--- src/verilog/spp_defines.svh ---
`ifndef SPP_DEFINES_SVH
`define SPP_DEFINES_SVH

// ============================================================
// Register indices; the byte address is four times the index.
`define SPP_IDX_CONTROL 8'hBC
`define SPP_IDX_STATUS 8'hBD
`define SPP_IDX_DATA 8'hBE

// ============================================================
// Reset values.
`define SPP_CONTROL_RESET 8'h00
`define SPP_FLAGS_RESET 5'h00
`define SPP_DATA_RESET 8'h00
`define SPP_PRDATA_RESET 32'h0000_0000

// ============================================================
// Serial timing: sixteen clock edges per byte, divider counts.
`define SPP_EDGE_RESET 5'h00
`define SPP_EDGE_STEP 5'h01
`define SPP_EDGE_LAST 5'h0F
`define SPP_EDGE_DONE 5'h10
`define SPP_DIV_RESET 4'h0
`define SPP_DIV_STEP 4'h1
`define SPP_HALF_LAST_DIV2 4'h0
`define SPP_HALF_LAST_DIV4 4'h1
`define SPP_HALF_LAST_DIV8 4'h3
`define SPP_HALF_LAST_DIV16 4'h7

// ============================================================
// Rate codes and bus widths.
`define SPP_RATE_DIV2 2'h0
`define SPP_RATE_DIV4 2'h1
`define SPP_RATE_DIV8 2'h2
`define SPP_RATE_DIV16 2'h3
`define SPP_ADDR_W 12
`define SPP_DATA_W 32
`define SPP_SYNC_W 4

`endif

--- src/verilog/spp_pkg.sv ---
`default_nettype none

package spp_pkg;

    // ============================================================
    // Control register layout, bit 7 down to bit 0.
    typedef struct packed {
        logic port_enable;
        logic master_select;
        logic clock_idle_level;
        logic clock_phase_second;
        logic select_check_off;
        logic low_bit_first;
        logic [1:0] serial_rate_select;
    } spp_ctrl_s;

    // ============================================================
    // Sticky status flags, status bits 7 down to 3.
    typedef struct packed {
        logic transfer_done_flag;
        logic write_collision_flag;
        logic mode_fault_flag;
        logic receive_overrun_flag;
        logic receive_full_flag;
    } spp_flags_s;

    typedef enum logic [1:0] {
        SPP_IDLE = 2'b01,
        SPP_SHIFT = 2'b10
    } spp_phase_e;

    // ============================================================
    // APB request and answer.
    typedef struct packed {
        logic psel;
        logic penable;
        logic pwrite;
        logic [11:0] paddr;
        logic [31:0] pwdata;
    } spp_apb_req_s;

    typedef struct packed {
        logic [31:0] prdata;
        logic pready;
        logic pslverr;
    } spp_apb_rsp_s;

    // ============================================================
    // Serial pins: inputs and output/enable pairs.
    typedef struct packed {
        logic sck_in;
        logic mosi_in;
        logic miso_in;
        logic ss_n_in;
    } spp_pin_in_s;

    typedef struct packed {
        logic sck_out;
        logic sck_oe;
        logic mosi_out;
        logic mosi_oe;
        logic miso_out;
        logic miso_oe;
    } spp_pin_out_s;

endpackage

`default_nettype wire

--- src/verilog/spp_sync.sv ---
`timescale 1ns/10ps
`default_nettype none

// Two-flop synchroniser for the serial pin inputs.
module spp_sync
    import spp_pkg::*;
(
    input wire logic pclk,
    input wire logic presetn,
    input wire spp_pin_in_s async_in,
    output spp_pin_in_s sync_out
);

    typedef struct packed {
        spp_pin_in_s first;
        spp_pin_in_s second;
    } spp_sync_state_s;

    spp_sync_state_s state_reg;
    spp_sync_state_s state_next;

    always_comb begin
        state_next.first = async_in;
        state_next.second = state_reg.first;
    end

    // The select pin idles high, so it resets high to avoid a false select.
    always_ff @(posedge pclk or negedge presetn) begin
        if (!presetn) begin
            state_reg <= {4'h1, 4'h1};
        end else begin
            state_reg <= state_next;
        end
    end

    assign sync_out = state_reg.second;

endmodule // spp_sync

`default_nettype wire

--- src/verilog/spp_port.sv ---
// Functional notes
// Port is idle while enable bit is 0, works when it is 1.
// Master-select bit picks slave when 0, master when 1.
// Clock polarity bit sets idle level of the serial clock.
// Clock phase bit samples data on first or second clock edge.
// Select-check-off bit ignores the select pin when 1.
// Bit-order bit sends most significant bit first, or least when 1.
// Master clock is system clock over 2, 4, 8 or 16.
// Transfer-done flag sets at transfer end and requests the interrupt.
// Transfer-done flag clears on interrupt vectoring or software writing 0.
// Write-collision flag sets on data write while busy.
// Write-collision clears on writing 0 or a data write while idle.
// Mode fault sets when master, checking on and select pin low.
// Mode fault clears port enable and master-select bits.
// Overrun sets when transfer ends with buffer still full; cleared by 0 or read.
// Buffer-full sets at transfer end; cleared by writing 0 or data read.
// Busy flag reads 1 during a transfer, else 0.
// Data write loads the shift register; in master mode starts a transfer.
// Data read returns the receive buffer, not the shift register.
// Each transfer exchanges eight bits, sending and receiving together.
// External master drives the clock and holds select low throughout.
`timescale 1ns/10ps
`default_nettype none
`include "spp_defines.svh"

module spp_port
    import spp_pkg::*;
(
    input wire logic pclk,
    input wire logic presetn,
    input wire spp_apb_req_s apb_req,
    output spp_apb_rsp_s apb_rsp,
    input wire spp_pin_in_s pin_in,
    output spp_pin_out_s pin_out,
    input wire logic irq_vector_ack,
    output logic irq_request
);

    // ============================================================
    // State
    typedef struct packed {
        spp_ctrl_s ctrl;
        spp_flags_s flags;
        spp_phase_e phase;
        logic [7:0] tx_shift;
        logic [7:0] rx_shift;
        logic [7:0] rx_buffer;
        logic [4:0] edge_count;
        logic [3:0] div_count;
        logic sck_level;
        logic sck_seen;
        logic out_bit;
        logic miso_drive;
        logic [1:0] smp_dly;
        logic [1:0] fin_dly;
        logic [31:0] prdata;
    } spp_state_s;

    spp_state_s state_reg;
    spp_state_s state_next;
    spp_pin_in_s pin_sync;

    spp_sync u_sync (
        .pclk(pclk),
        .presetn(presetn),
        .async_in(pin_in),
        .sync_out(pin_sync)
    );

    // ============================================================
    // Decoding helpers
    function automatic logic spp_hit(input logic [11:0] addr, input logic [7:0] idx);
        return addr == {2'b00, idx, 2'b00};
    endfunction

    function automatic logic [3:0] spp_half_last(input logic [1:0] rate);
        case (rate)
            `SPP_RATE_DIV2: spp_half_last = `SPP_HALF_LAST_DIV2;
            `SPP_RATE_DIV4: spp_half_last = `SPP_HALF_LAST_DIV4;
            `SPP_RATE_DIV8: spp_half_last = `SPP_HALF_LAST_DIV8;
            default: spp_half_last = `SPP_HALF_LAST_DIV16;
        endcase
    endfunction

    function automatic logic [7:0] spp_status_byte(input spp_flags_s f, input logic busy);
        return {f.transfer_done_flag, f.write_collision_flag, f.mode_fault_flag,
                f.receive_overrun_flag, f.receive_full_flag, busy, 2'b00};
    endfunction

    // ============================================================
    // Next-state logic
    always_comb begin
        logic setup;
        logic access;
        logic wr_ctrl;
        logic wr_stat;
        logic wr_data;
        logic rd_data;
        logic enabled;
        logic master;
        logic selected;
        logic busy;
        logic sck_edge;
        logic edge_go;
        logic leading;
        logic sample;
        logic in_bit;
        logic smp_now;
        logic finish;
        logic abort;
        logic start;
        logic done_ev;
        logic full_ev;
        logic ovf_ev;
        logic mode_fault_flag_ev;
        logic write_collision_flag_ev;
        logic [7:0] rx_new;
        logic [7:0] read_mux;

        state_next = state_reg;
        setup = apb_req.psel && !apb_req.penable;
        access = apb_req.psel && apb_req.penable;
        wr_ctrl = access && apb_req.pwrite && spp_hit(apb_req.paddr, `SPP_IDX_CONTROL);
        wr_stat = access && apb_req.pwrite && spp_hit(apb_req.paddr, `SPP_IDX_STATUS);
        wr_data = access && apb_req.pwrite && spp_hit(apb_req.paddr, `SPP_IDX_DATA);
        rd_data = access && !apb_req.pwrite && spp_hit(apb_req.paddr, `SPP_IDX_DATA);
        // port enable
        enabled = state_reg.ctrl.port_enable;
        // mode select
        master = state_reg.ctrl.master_select;
        // select pin use
        selected = state_reg.ctrl.select_check_off || !pin_sync.ss_n_in;
        // busy flag
        busy = (state_reg.phase == SPP_SHIFT);
        sck_edge = pin_sync.sck_in ^ state_reg.sck_seen;
        state_next.sck_seen = pin_sync.sck_in;
        start = 1'b0;
        finish = 1'b0;
        abort = 1'b0;
        done_ev = 1'b0;
        full_ev = 1'b0;
        ovf_ev = 1'b0;
        mode_fault_flag_ev = 1'b0;
        write_collision_flag_ev = 1'b0;
        edge_go = 1'b0;
        leading = 1'b0;
        sample = 1'b0;
        in_bit = 1'b0;
        smp_now = 1'b0;
        rx_new = state_reg.rx_shift;

        // ========================================================
        // Software clears of the sticky flags
        if (wr_stat) begin
            // write zero clears
            state_next.flags.transfer_done_flag = state_reg.flags.transfer_done_flag
                && apb_req.pwdata[7];
            // write zero clears
            state_next.flags.write_collision_flag = state_reg.flags.write_collision_flag
                && apb_req.pwdata[6];
            // write zero clears
            state_next.flags.mode_fault_flag = state_reg.flags.mode_fault_flag
                && apb_req.pwdata[5];
            // write zero clears
            state_next.flags.receive_overrun_flag = state_reg.flags.receive_overrun_flag
                && apb_req.pwdata[4];
            // write zero clears
            state_next.flags.receive_full_flag = state_reg.flags.receive_full_flag
                && apb_req.pwdata[3];
        end
        // cleared on vectoring
        if (irq_vector_ack) begin
            state_next.flags.transfer_done_flag = 1'b0;
        end
        // read clears overrun
        if (rd_data) begin
            state_next.flags.receive_overrun_flag = 1'b0;
            // read clears full
            state_next.flags.receive_full_flag = 1'b0;
        end
        if (wr_ctrl) begin
            state_next.ctrl = apb_req.pwdata[7:0];
        end

        // ========================================================
        // Data register writes
        if (wr_data) begin
            if (busy) begin
                // collision on busy
                write_collision_flag_ev = 1'b1;
            end else begin
                // clean rewrite clears
                state_next.flags.write_collision_flag = 1'b0;
                // load shift register
                state_next.tx_shift = apb_req.pwdata[7:0];
                // master write starts
                start = enabled && master;
            end
        end

        // ========================================================
        // Serial engine
        // mode fault detect
        if (enabled && master && !state_reg.ctrl.select_check_off && !pin_sync.ss_n_in) begin
            mode_fault_flag_ev = 1'b1;
            abort = 1'b1;
            start = 1'b0;
        end
        if (!enabled) begin
            abort = 1'b1;
        end
        // select dropped mid-byte
        if (enabled && !master && busy && !selected) begin
            abort = 1'b1;
        end

        if (!abort) begin
            if (master) begin
                if (busy && state_reg.edge_count != `SPP_EDGE_DONE) begin
                    // clock divider
                    if (state_reg.div_count == spp_half_last(state_reg.ctrl.serial_rate_select)) begin
                        state_next.div_count = `SPP_DIV_RESET;
                        edge_go = 1'b1;
                    end else begin
                        state_next.div_count = state_reg.div_count + `SPP_DIV_STEP;
                    end
                end
            end else begin
                edge_go = selected && sck_edge;
            end
        end

        if (edge_go) begin
            leading = !state_reg.edge_count[0];
            // sample edge choice
            sample = state_reg.ctrl.clock_phase_second ? !leading : leading;
            if (!sample && state_reg.edge_count != `SPP_EDGE_RESET) begin
                // transmit bit order
                state_next.tx_shift = state_reg.ctrl.low_bit_first
                    ? {1'b0, state_reg.tx_shift[7:1]} : {state_reg.tx_shift[6:0], 1'b0};
            end
            if (master) begin
                state_next.sck_level = !state_reg.sck_level;
            end
            state_next.edge_count = state_reg.edge_count + `SPP_EDGE_STEP;
            state_next.phase = SPP_SHIFT;
            // eight bits per byte
            finish = !master && (state_reg.edge_count == `SPP_EDGE_LAST);
        end

        // The master reads its data line two cycles late, once it has passed the synchroniser.
        state_next.smp_dly = {state_reg.smp_dly[0], sample && master};
        state_next.fin_dly = {state_reg.fin_dly[0],
            edge_go && master && (state_reg.edge_count == `SPP_EDGE_LAST)};
        smp_now = master ? state_reg.smp_dly[1] : sample;
        finish = finish || (master && !abort && state_reg.fin_dly[1]);
        in_bit = master ? pin_sync.miso_in : pin_sync.mosi_in;
        if (smp_now) begin
            // receive bit order
            rx_new = state_reg.ctrl.low_bit_first ? {in_bit, state_reg.rx_shift[7:1]}
                : {state_reg.rx_shift[6:0], in_bit};
            state_next.rx_shift = rx_new;
        end

        case (state_reg.phase)
            SPP_IDLE: begin
                // idle clock level
                state_next.sck_level = state_reg.ctrl.clock_idle_level;
                if (start) begin
                    state_next.phase = SPP_SHIFT;
                    state_next.div_count = `SPP_DIV_RESET;
                    state_next.edge_count = `SPP_EDGE_RESET;
                end
            end
            SPP_SHIFT: begin
                if (abort) begin
                    state_next.phase = SPP_IDLE;
                end
            end
            default: begin
                state_next.phase = SPP_IDLE;
            end
        endcase

        if (abort) begin
            state_next.edge_count = `SPP_EDGE_RESET;
            state_next.div_count = `SPP_DIV_RESET;
            state_next.sck_level = state_reg.ctrl.clock_idle_level;
            state_next.smp_dly = 2'b00;
            state_next.fin_dly = 2'b00;
        end

        if (finish) begin
            state_next.phase = SPP_IDLE;
            state_next.edge_count = `SPP_EDGE_RESET;
            state_next.rx_buffer = rx_new;
            // done at end
            done_ev = 1'b1;
            // buffer full at end
            full_ev = 1'b1;
            // overrun when still full
            ovf_ev = state_next.flags.receive_full_flag;
        end

        // ========================================================
        // Hardware sets win over clears
        state_next.flags.transfer_done_flag = state_next.flags.transfer_done_flag || done_ev;
        state_next.flags.receive_full_flag = state_next.flags.receive_full_flag || full_ev;
        state_next.flags.receive_overrun_flag = state_next.flags.receive_overrun_flag || ovf_ev;
        state_next.flags.write_collision_flag = state_next.flags.write_collision_flag || write_collision_flag_ev;
        state_next.flags.mode_fault_flag = state_next.flags.mode_fault_flag || mode_fault_flag_ev;
        if (mode_fault_flag_ev) begin
            // fault drops enable
            state_next.ctrl.port_enable = 1'b0;
            state_next.ctrl.master_select = 1'b0;
        end

        // first bit presented
        state_next.out_bit = state_next.ctrl.low_bit_first ? state_next.tx_shift[0]
            : state_next.tx_shift[7];
        state_next.miso_drive = state_next.ctrl.port_enable && !state_next.ctrl.master_select
            && (state_next.ctrl.select_check_off || !pin_sync.ss_n_in);

        // ========================================================
        // Read data captured in the setup phase
        read_mux = 8'h00;
        if (spp_hit(apb_req.paddr, `SPP_IDX_CONTROL)) begin
            read_mux = state_reg.ctrl;
        end else if (spp_hit(apb_req.paddr, `SPP_IDX_STATUS)) begin
            read_mux = spp_status_byte(state_reg.flags, busy);
        end else if (spp_hit(apb_req.paddr, `SPP_IDX_DATA)) begin
            // read receive buffer
            read_mux = state_reg.rx_buffer;
        end
        if (setup) begin
            state_next.prdata = {24'h00_0000, read_mux};
        end
    end

    // ============================================================
    // Registers
    always_ff @(posedge pclk or negedge presetn) begin
        if (!presetn) begin
            state_reg.ctrl <= `SPP_CONTROL_RESET;
            state_reg.flags <= `SPP_FLAGS_RESET;
            state_reg.phase <= SPP_IDLE;
            state_reg.tx_shift <= `SPP_DATA_RESET;
            state_reg.rx_shift <= `SPP_DATA_RESET;
            state_reg.rx_buffer <= `SPP_DATA_RESET;
            state_reg.edge_count <= `SPP_EDGE_RESET;
            state_reg.div_count <= `SPP_DIV_RESET;
            state_reg.sck_level <= 1'b0;
            state_reg.sck_seen <= 1'b0;
            state_reg.out_bit <= 1'b0;
            state_reg.miso_drive <= 1'b0;
            state_reg.smp_dly <= 2'b00;
            state_reg.fin_dly <= 2'b00;
            state_reg.prdata <= `SPP_PRDATA_RESET;
        end else begin
            state_reg <= state_next;
        end
    end

    // ============================================================
    // Outputs
    logic addr_known;

    assign addr_known = spp_hit(apb_req.paddr, `SPP_IDX_CONTROL)
        || spp_hit(apb_req.paddr, `SPP_IDX_STATUS)
        || spp_hit(apb_req.paddr, `SPP_IDX_DATA);

    assign apb_rsp.prdata = state_reg.prdata;
    assign apb_rsp.pready = 1'b1;
    assign apb_rsp.pslverr = apb_req.psel && apb_req.penable && !addr_known;

    // Master drives clock and data out; a slave drives only its data line.
    assign pin_out.sck_out = state_reg.sck_level;
    assign pin_out.sck_oe = state_reg.ctrl.port_enable && state_reg.ctrl.master_select;
    assign pin_out.mosi_out = state_reg.out_bit;
    assign pin_out.mosi_oe = state_reg.ctrl.port_enable && state_reg.ctrl.master_select;
    assign pin_out.miso_out = state_reg.out_bit;
    assign pin_out.miso_oe = state_reg.miso_drive;

    // interrupt request
    assign irq_request = state_reg.flags.transfer_done_flag;

endmodule // spp_port

`default_nettype wire

--- config.mk ---
export PLATFORM = sky130hd
export DESIGN_NAME = spp_port
export DESIGN_NICKNAME = d
export VERILOG_FILES = /design/src/verilog/spp_pkg.sv /design/src/verilog/spp_sync.sv /design/src/verilog/spp_port.sv
export VERILOG_INCLUDE_DIRS = /design/src /design/src/verilog
export SDC_FILE = /design/constraint.sdc
export NUM_CORES = 1
export LEC_CHECK = 0
export ABC_AREA = 1
export BUFFER_PORTS_ARGS = -buffer_cell sky130_fd_sc_hd__buf_4
export CELL_PAD_IN_SITES_DETAIL_PLACEMENT = 1
export CELL_PAD_IN_SITES_GLOBAL_PLACEMENT = 1
export CORE_MARGIN = 10
export CORE_UTILIZATION = 30
export CTS_CLUSTER_SIZE = 20
export DETAILED_ROUTE_END_ITERATION = 8
export MAX_ROUTING_LAYER = met4
export PLACE_DENSITY_LB_ADDON = 0.1
export SKIP_CTS_REPAIR_TIMING = 1
export SYNTH_ARGS = -nofsm -noshare
export SYNTH_HDL_FRONTEND = slang
export SYNTH_SLANG_ARGS = --single-unit
--- constraint.sdc ---
create_clock -name pclk -period 2.73 [get_ports pclk]
set_input_delay 0.273 -clock pclk [delete_from_list [all_inputs] [get_ports pclk]]
set_output_delay 0.273 -clock pclk [all_outputs]
set_load 0.02 [all_outputs]
# == After elaboration in Yosys (flattened, before gate mapping) ==
# Index checks and enable logic that the tools add are counted.
# classes
n_eq_ne,10
reduce_logical,58
magnitude_cmp,0
n_shift,0
bitwise,1
mul,0
addsub,2
mux,56
div_mod_pow,0
# op_table
operator,n
$mux W8,10
$eq A12 B10 Y1 const B,3
$logic_and A1 B1 Y1,31
$mux W10,3
$mux W4,7
$mux W1,25
$mux W5,3
$logic_not A1 Y1,12
$logic_or A1 B1 Y1,10
$mux W2,5
$mux W9,1
$pmux W3 S3,1
$reduce_bool A3 Y1,2
$add A5 B1 Y5 const B,1
$eq A5 B4 Y1 const B,1
$ne A5 B5 Y1 const B,1
$reduce_bool A5 Y1,1
$add A4 B1 Y4 const B,1
$eq A2 B1 Y1 const B,2
$eq A2 B2 Y1 const B,2
$eq A4 B4 Y1,1
$pmux W2 S2,1
$logic_not A2 Y1,1
$reduce_and A2 Y1,1
$xor A1 B1 Y1,1
# word_totals
inputBits,54
ff_bits,72
latchBits,0
output_inout_bits,41
elab_cells,160
mem_bits_rw,0
n_memories,0
rom_bits,0

# == Longest topological paths before layout ==
# logic_depth
word_depth,17
depth_mapped,14
mapped_depth_nobuf,13

# == Cells and area by module ==
# A second synthesis with hierarchy kept.
# unflattened
cells_unflattened,491
area_unflattened_um2,4017.6
# modules_own_cells
mod,area_per_inst_um2,seq_area_each_um2,n_inst,cells_each
spp_port,3814.9,1602.8,1,483
spp_sync,202.7,202.7,1,8

# == Least setup slack after synthesis ==
# Ideal clock, no wire load.
# synth_path
kind,reg2reg
from,register state_reg[73] (netlist name)
to,register state_reg[50] (netlist name)
setup_time_ns,0.117
path_slack_ns,0.748
path_buffers,1
stages_incl_launch_ff,12
required_ns,2.613
t_arrival_ns,1.865
period_less_slack_ns,1.982
cell_sequence,dfstp_2 inv_1 ha_1 inv_1 nor3_1 nor3_4 nand4_2 nand2_4 inv_2 buf_6 nand2_1 nand2_1
# synth_between
elab_chain_cells,8
elab_cells_between_ends,16
cone_classes,1 x eq/ne; 8 x mux; 7 x reduce/logical
# synth_rtl
item,line_no,rtl
"start, declared",spp_port.sv:59,spp_state_s state_reg;
"start signal, assigned",spp_port.sv:360,state_reg <= state_next;
$eq A2 B2 Y1 *,spp_port.sv:134,busy = (state_reg.phase == SPP_SHIFT);
$logic_and A1 B1 Y1 (on tied branches),-,
$mux W1 / $logic_and A1 B1 Y1 (equally long branches),"spp_port.sv:219, spp_port.sv:213",
$mux W1 (on tied branches),"spp_port.sv:218, spp_port.sv:213",
$mux W1 / $logic_not A1 Y1 (equally long branches),"spp_port.sv:217, spp_port.sv:256",
$mux W1 / $logic_and A1 B1 Y1 (equally long branches),"spp_port.sv:233, spp_port.sv:256",
$mux W1 / $logic_and A1 B1 Y1 (equally long branches),"spp_port.sv:255, spp_port.sv:256",
$mux W8 / $logic_or A1 B1 Y1 (equally long branches),-,
# Mark *: on every way between the ends. The rest lies on a longest branch, timed or not.
# A chain may end at the register's enable or synchronous reset.

==> impl_results.md <==
* Remaining Overflow, GRT at 0
* Largest register FFs at 51
* Fmax at 0.426 GHz
* EDFF count, synth at 0
* Synth top area share at 43.0%
* Synth top area cells: dfrtp_1, nand2_1, buf_4, nand3_1, inv_1
* Startpoint types: register
* Worst vdd ir at between 0.0002 and 0.00025 V
* Final worst setup slack at 0.381 ns
* DR WL/cell at approximately 16 µm
* Worst slew pin tran at around 0.96 ns
* Setup TNS at 0 ns
* Starting Density at roughly 30%
* Largest area contributor in the netlist: dfrtp_1
* Placed Area at 4370 µm²
* Largest net degree at the start of global routing at 73
* Critical path required time at 2.96 ns
* First-pass GRT wire length at 18200 µm
* Commonest non-fill, non-tap cell in the layout: nand2_1
* Most frequent cells in the layout: nand2_1, dfrtp_1, inv_1
* Final antenna-violating net count at 0
* Rows at 42
* Synth Warn # at 0
* Initial DRC Count at 161
* Nets at 590
* Vias at ~3.3k
* Vias in the first global route at ~3.4k
* CTS Root Cell: clkbuf_16
* Clock Skews at 0.00684 ns
* Async set-reset flop share out of synthesis at 100%
* CP endpoint kind: register
* # Max-Cap Violations at 0
* Syn_area_per_cell at roughly 8 µm²
* Register clock-pin slew on the reported worst setup and hold paths at 0.06 ns
* Cells after synthesis at about 500
* Top fanout value on the critical path at 14
* Pwr dens at between 500 and 600 nW/µm²
* Clock buffer depth at 2
* Final Power at 2530 µW
* Endpoints failing setup at 0
* DRT Wirelength at 11400 µm
* Number of port buffers at between 40 and 50
* Post-Synth XOR/XNOR Area at between 1.5 and 2%
* FF+latch count, synth at 72
* Die width at around 140 µm
* Hold Violations, Final at 0
* Area of the core at 13200 µm²
* Max Slew Vio Count at 0
* Die area at 18400 µm²
* Antenna violations before repair at 0
* Synth Area in Simple Gates at 28.7%
* Hold/Removal Path Class: in2reg
* Clock insertion delay at the later pin of the skew report at 0.34 ns
* Fin area at roughly 4700 µm²
* Post-Synthesis Cell Area at ~4000 µm²
* GR Util All Layers at 13.0%
* Worst rel slew slack at ~36%
* Detailed-route vias per instance at 4.61
* Compound-gate portion of the synthesized area at 9.09%
* CTS HTree Levels at 3
* Drt pass-1 iters at 4
* Gpl congestion at 0.783
* Leak Pwr at 0.00232 µW
* Status: complete, no violations
* Post-synthesis adder-cell area fraction at 1.87%
* Seq/Total Area, Yosys at approximately 45%
* R2r setup slk at 0.38 ns
* Critical path arrival at 2.58 ns
* Share of cells above drive strength 1 at 18.7%
* I/O pin count at 95
* DP Worst Slack at ~0.38 ns
* Mux share of post-synthesis cell area at 0%
* Sink Count at 72
* Final Cycle Share at 86.0%
* RSZ-0062 raised after global routing: false
* Remaining DRCs at 0
* Largest family of logic cells by synthesized area: simple AND/OR/NAND/NOR gates
* TritonCTS clock tree: yes
* Main synth FF type: dfrtp_1
* HPWL Detailed at 8630 µm
* Die Ht at 136 µm
* Library cells used by synthesis at 45
* Ant diodes at 0
* Tmin final at around 2.3 ns
* Post-synthesis to final-layout area growth at 16.5%
* CTS buffer count at 9
* Crit Path Class: reg2reg
[cell usage after synthesis, types with 2 or more instances]
master / count
a21oi_1: 6
a221oi_1: 2
and2_1: 8
buf_4: 39
buf_6: 2
clkbuf_1: 3
conb_1: 2
dfrtp_1: 69
dfstp_2: 3
ha_1: 6
inv_1: 52
nand2_1: 118
nand2_2: 5
nand2_4: 3
nand3_1: 39
nand3_2: 2
nand4_1: 6
nand4_2: 3
nor2_1: 43
nor2_2: 4
nor3_1: 5
nor3_4: 2
o211ai_1: 4
o21ai_0: 34
o221ai_1: 2
o31ai_2: 4
xor2_1: 7
[area by class of cell]
class	count	area, µm²
clock buffers	11	253
clock inverters	5	55.1
fillers	1614	8510
inverters	55	208
multi-input cells	341	1760
flip-flops and latches	72	1810
well taps	176	220
repair buffers	51	383
[worst max-delay path, stage by stage (launching register included)]
cell and delay [ns]:
dfrtp_1 0.44, inv_1 0.07, ha_1 0.21, nand4_1 0.11
nand2_1 0.12, nor2_2 0.22, nand2_2 0.16, nand2_4 0.15
nand4_2 0.35, nand2_1 0.19, nand2_1 0.09, nand2_1 0.07
nand2_1 0.04
[layer usage]
layer,vias up,GRT usage [%],routed length [µm]
met5,-,-,0
met4,0,5.62,231
met3,18,2.86,517
met2,77,18.5,4960
met1,1581,17.2,5680
li1,1600,-,-
[power breakdown]
part,switching (µW),internal (µW)
clock network,481,754
logic,127,61.3
registers,14.0,1090
total,622,1910
[path summary, 6_finish.rpt]
kind / from / end / cells after the start
max in group asynchronous: presetn / state_reg[61] / 1
hold reg to reg: u_sync.state_next[3] / u_sync.sync_out[3] / 0
setup reg to reg: state_reg[44] / pin_out[1] / 12
min in group asynchronous: presetn / state_reg[48] / 1
setup / recovery: state_reg[44] / pin_out[1] / 12
hold / removal: pin_in[1] / u_sync.state_next[1] / 1
[logic make-up (layout without fill, tap and decap cells)]
| logic type | Yosys count | after routing |
|---|---|---|
| other | 2 | 25 |
| buffers and inverters | 101 | 122 |
| adder cells (fa/ha/maj) | 6 | 6 |
| XOR/XNOR | 8 | 8 |
| AND/OR/NAND/NOR | 244 | 244 |
| flip-flops | 72 | 72 |
| AO/OA/AOI/OAI | 58 | 58 |
[through the flow]
step,utilization (%),hold slack [ns],instances
after detailed placement,33.1,0.336,695
after CTS,35.5,0.0216,711
after global routing,35.5,0.0273,711
after global placement,33.1,0.335,695
after floorplan,-,-0.0226,514
final,35.5,0.0326,711
(Power assumes the default switching activity.)
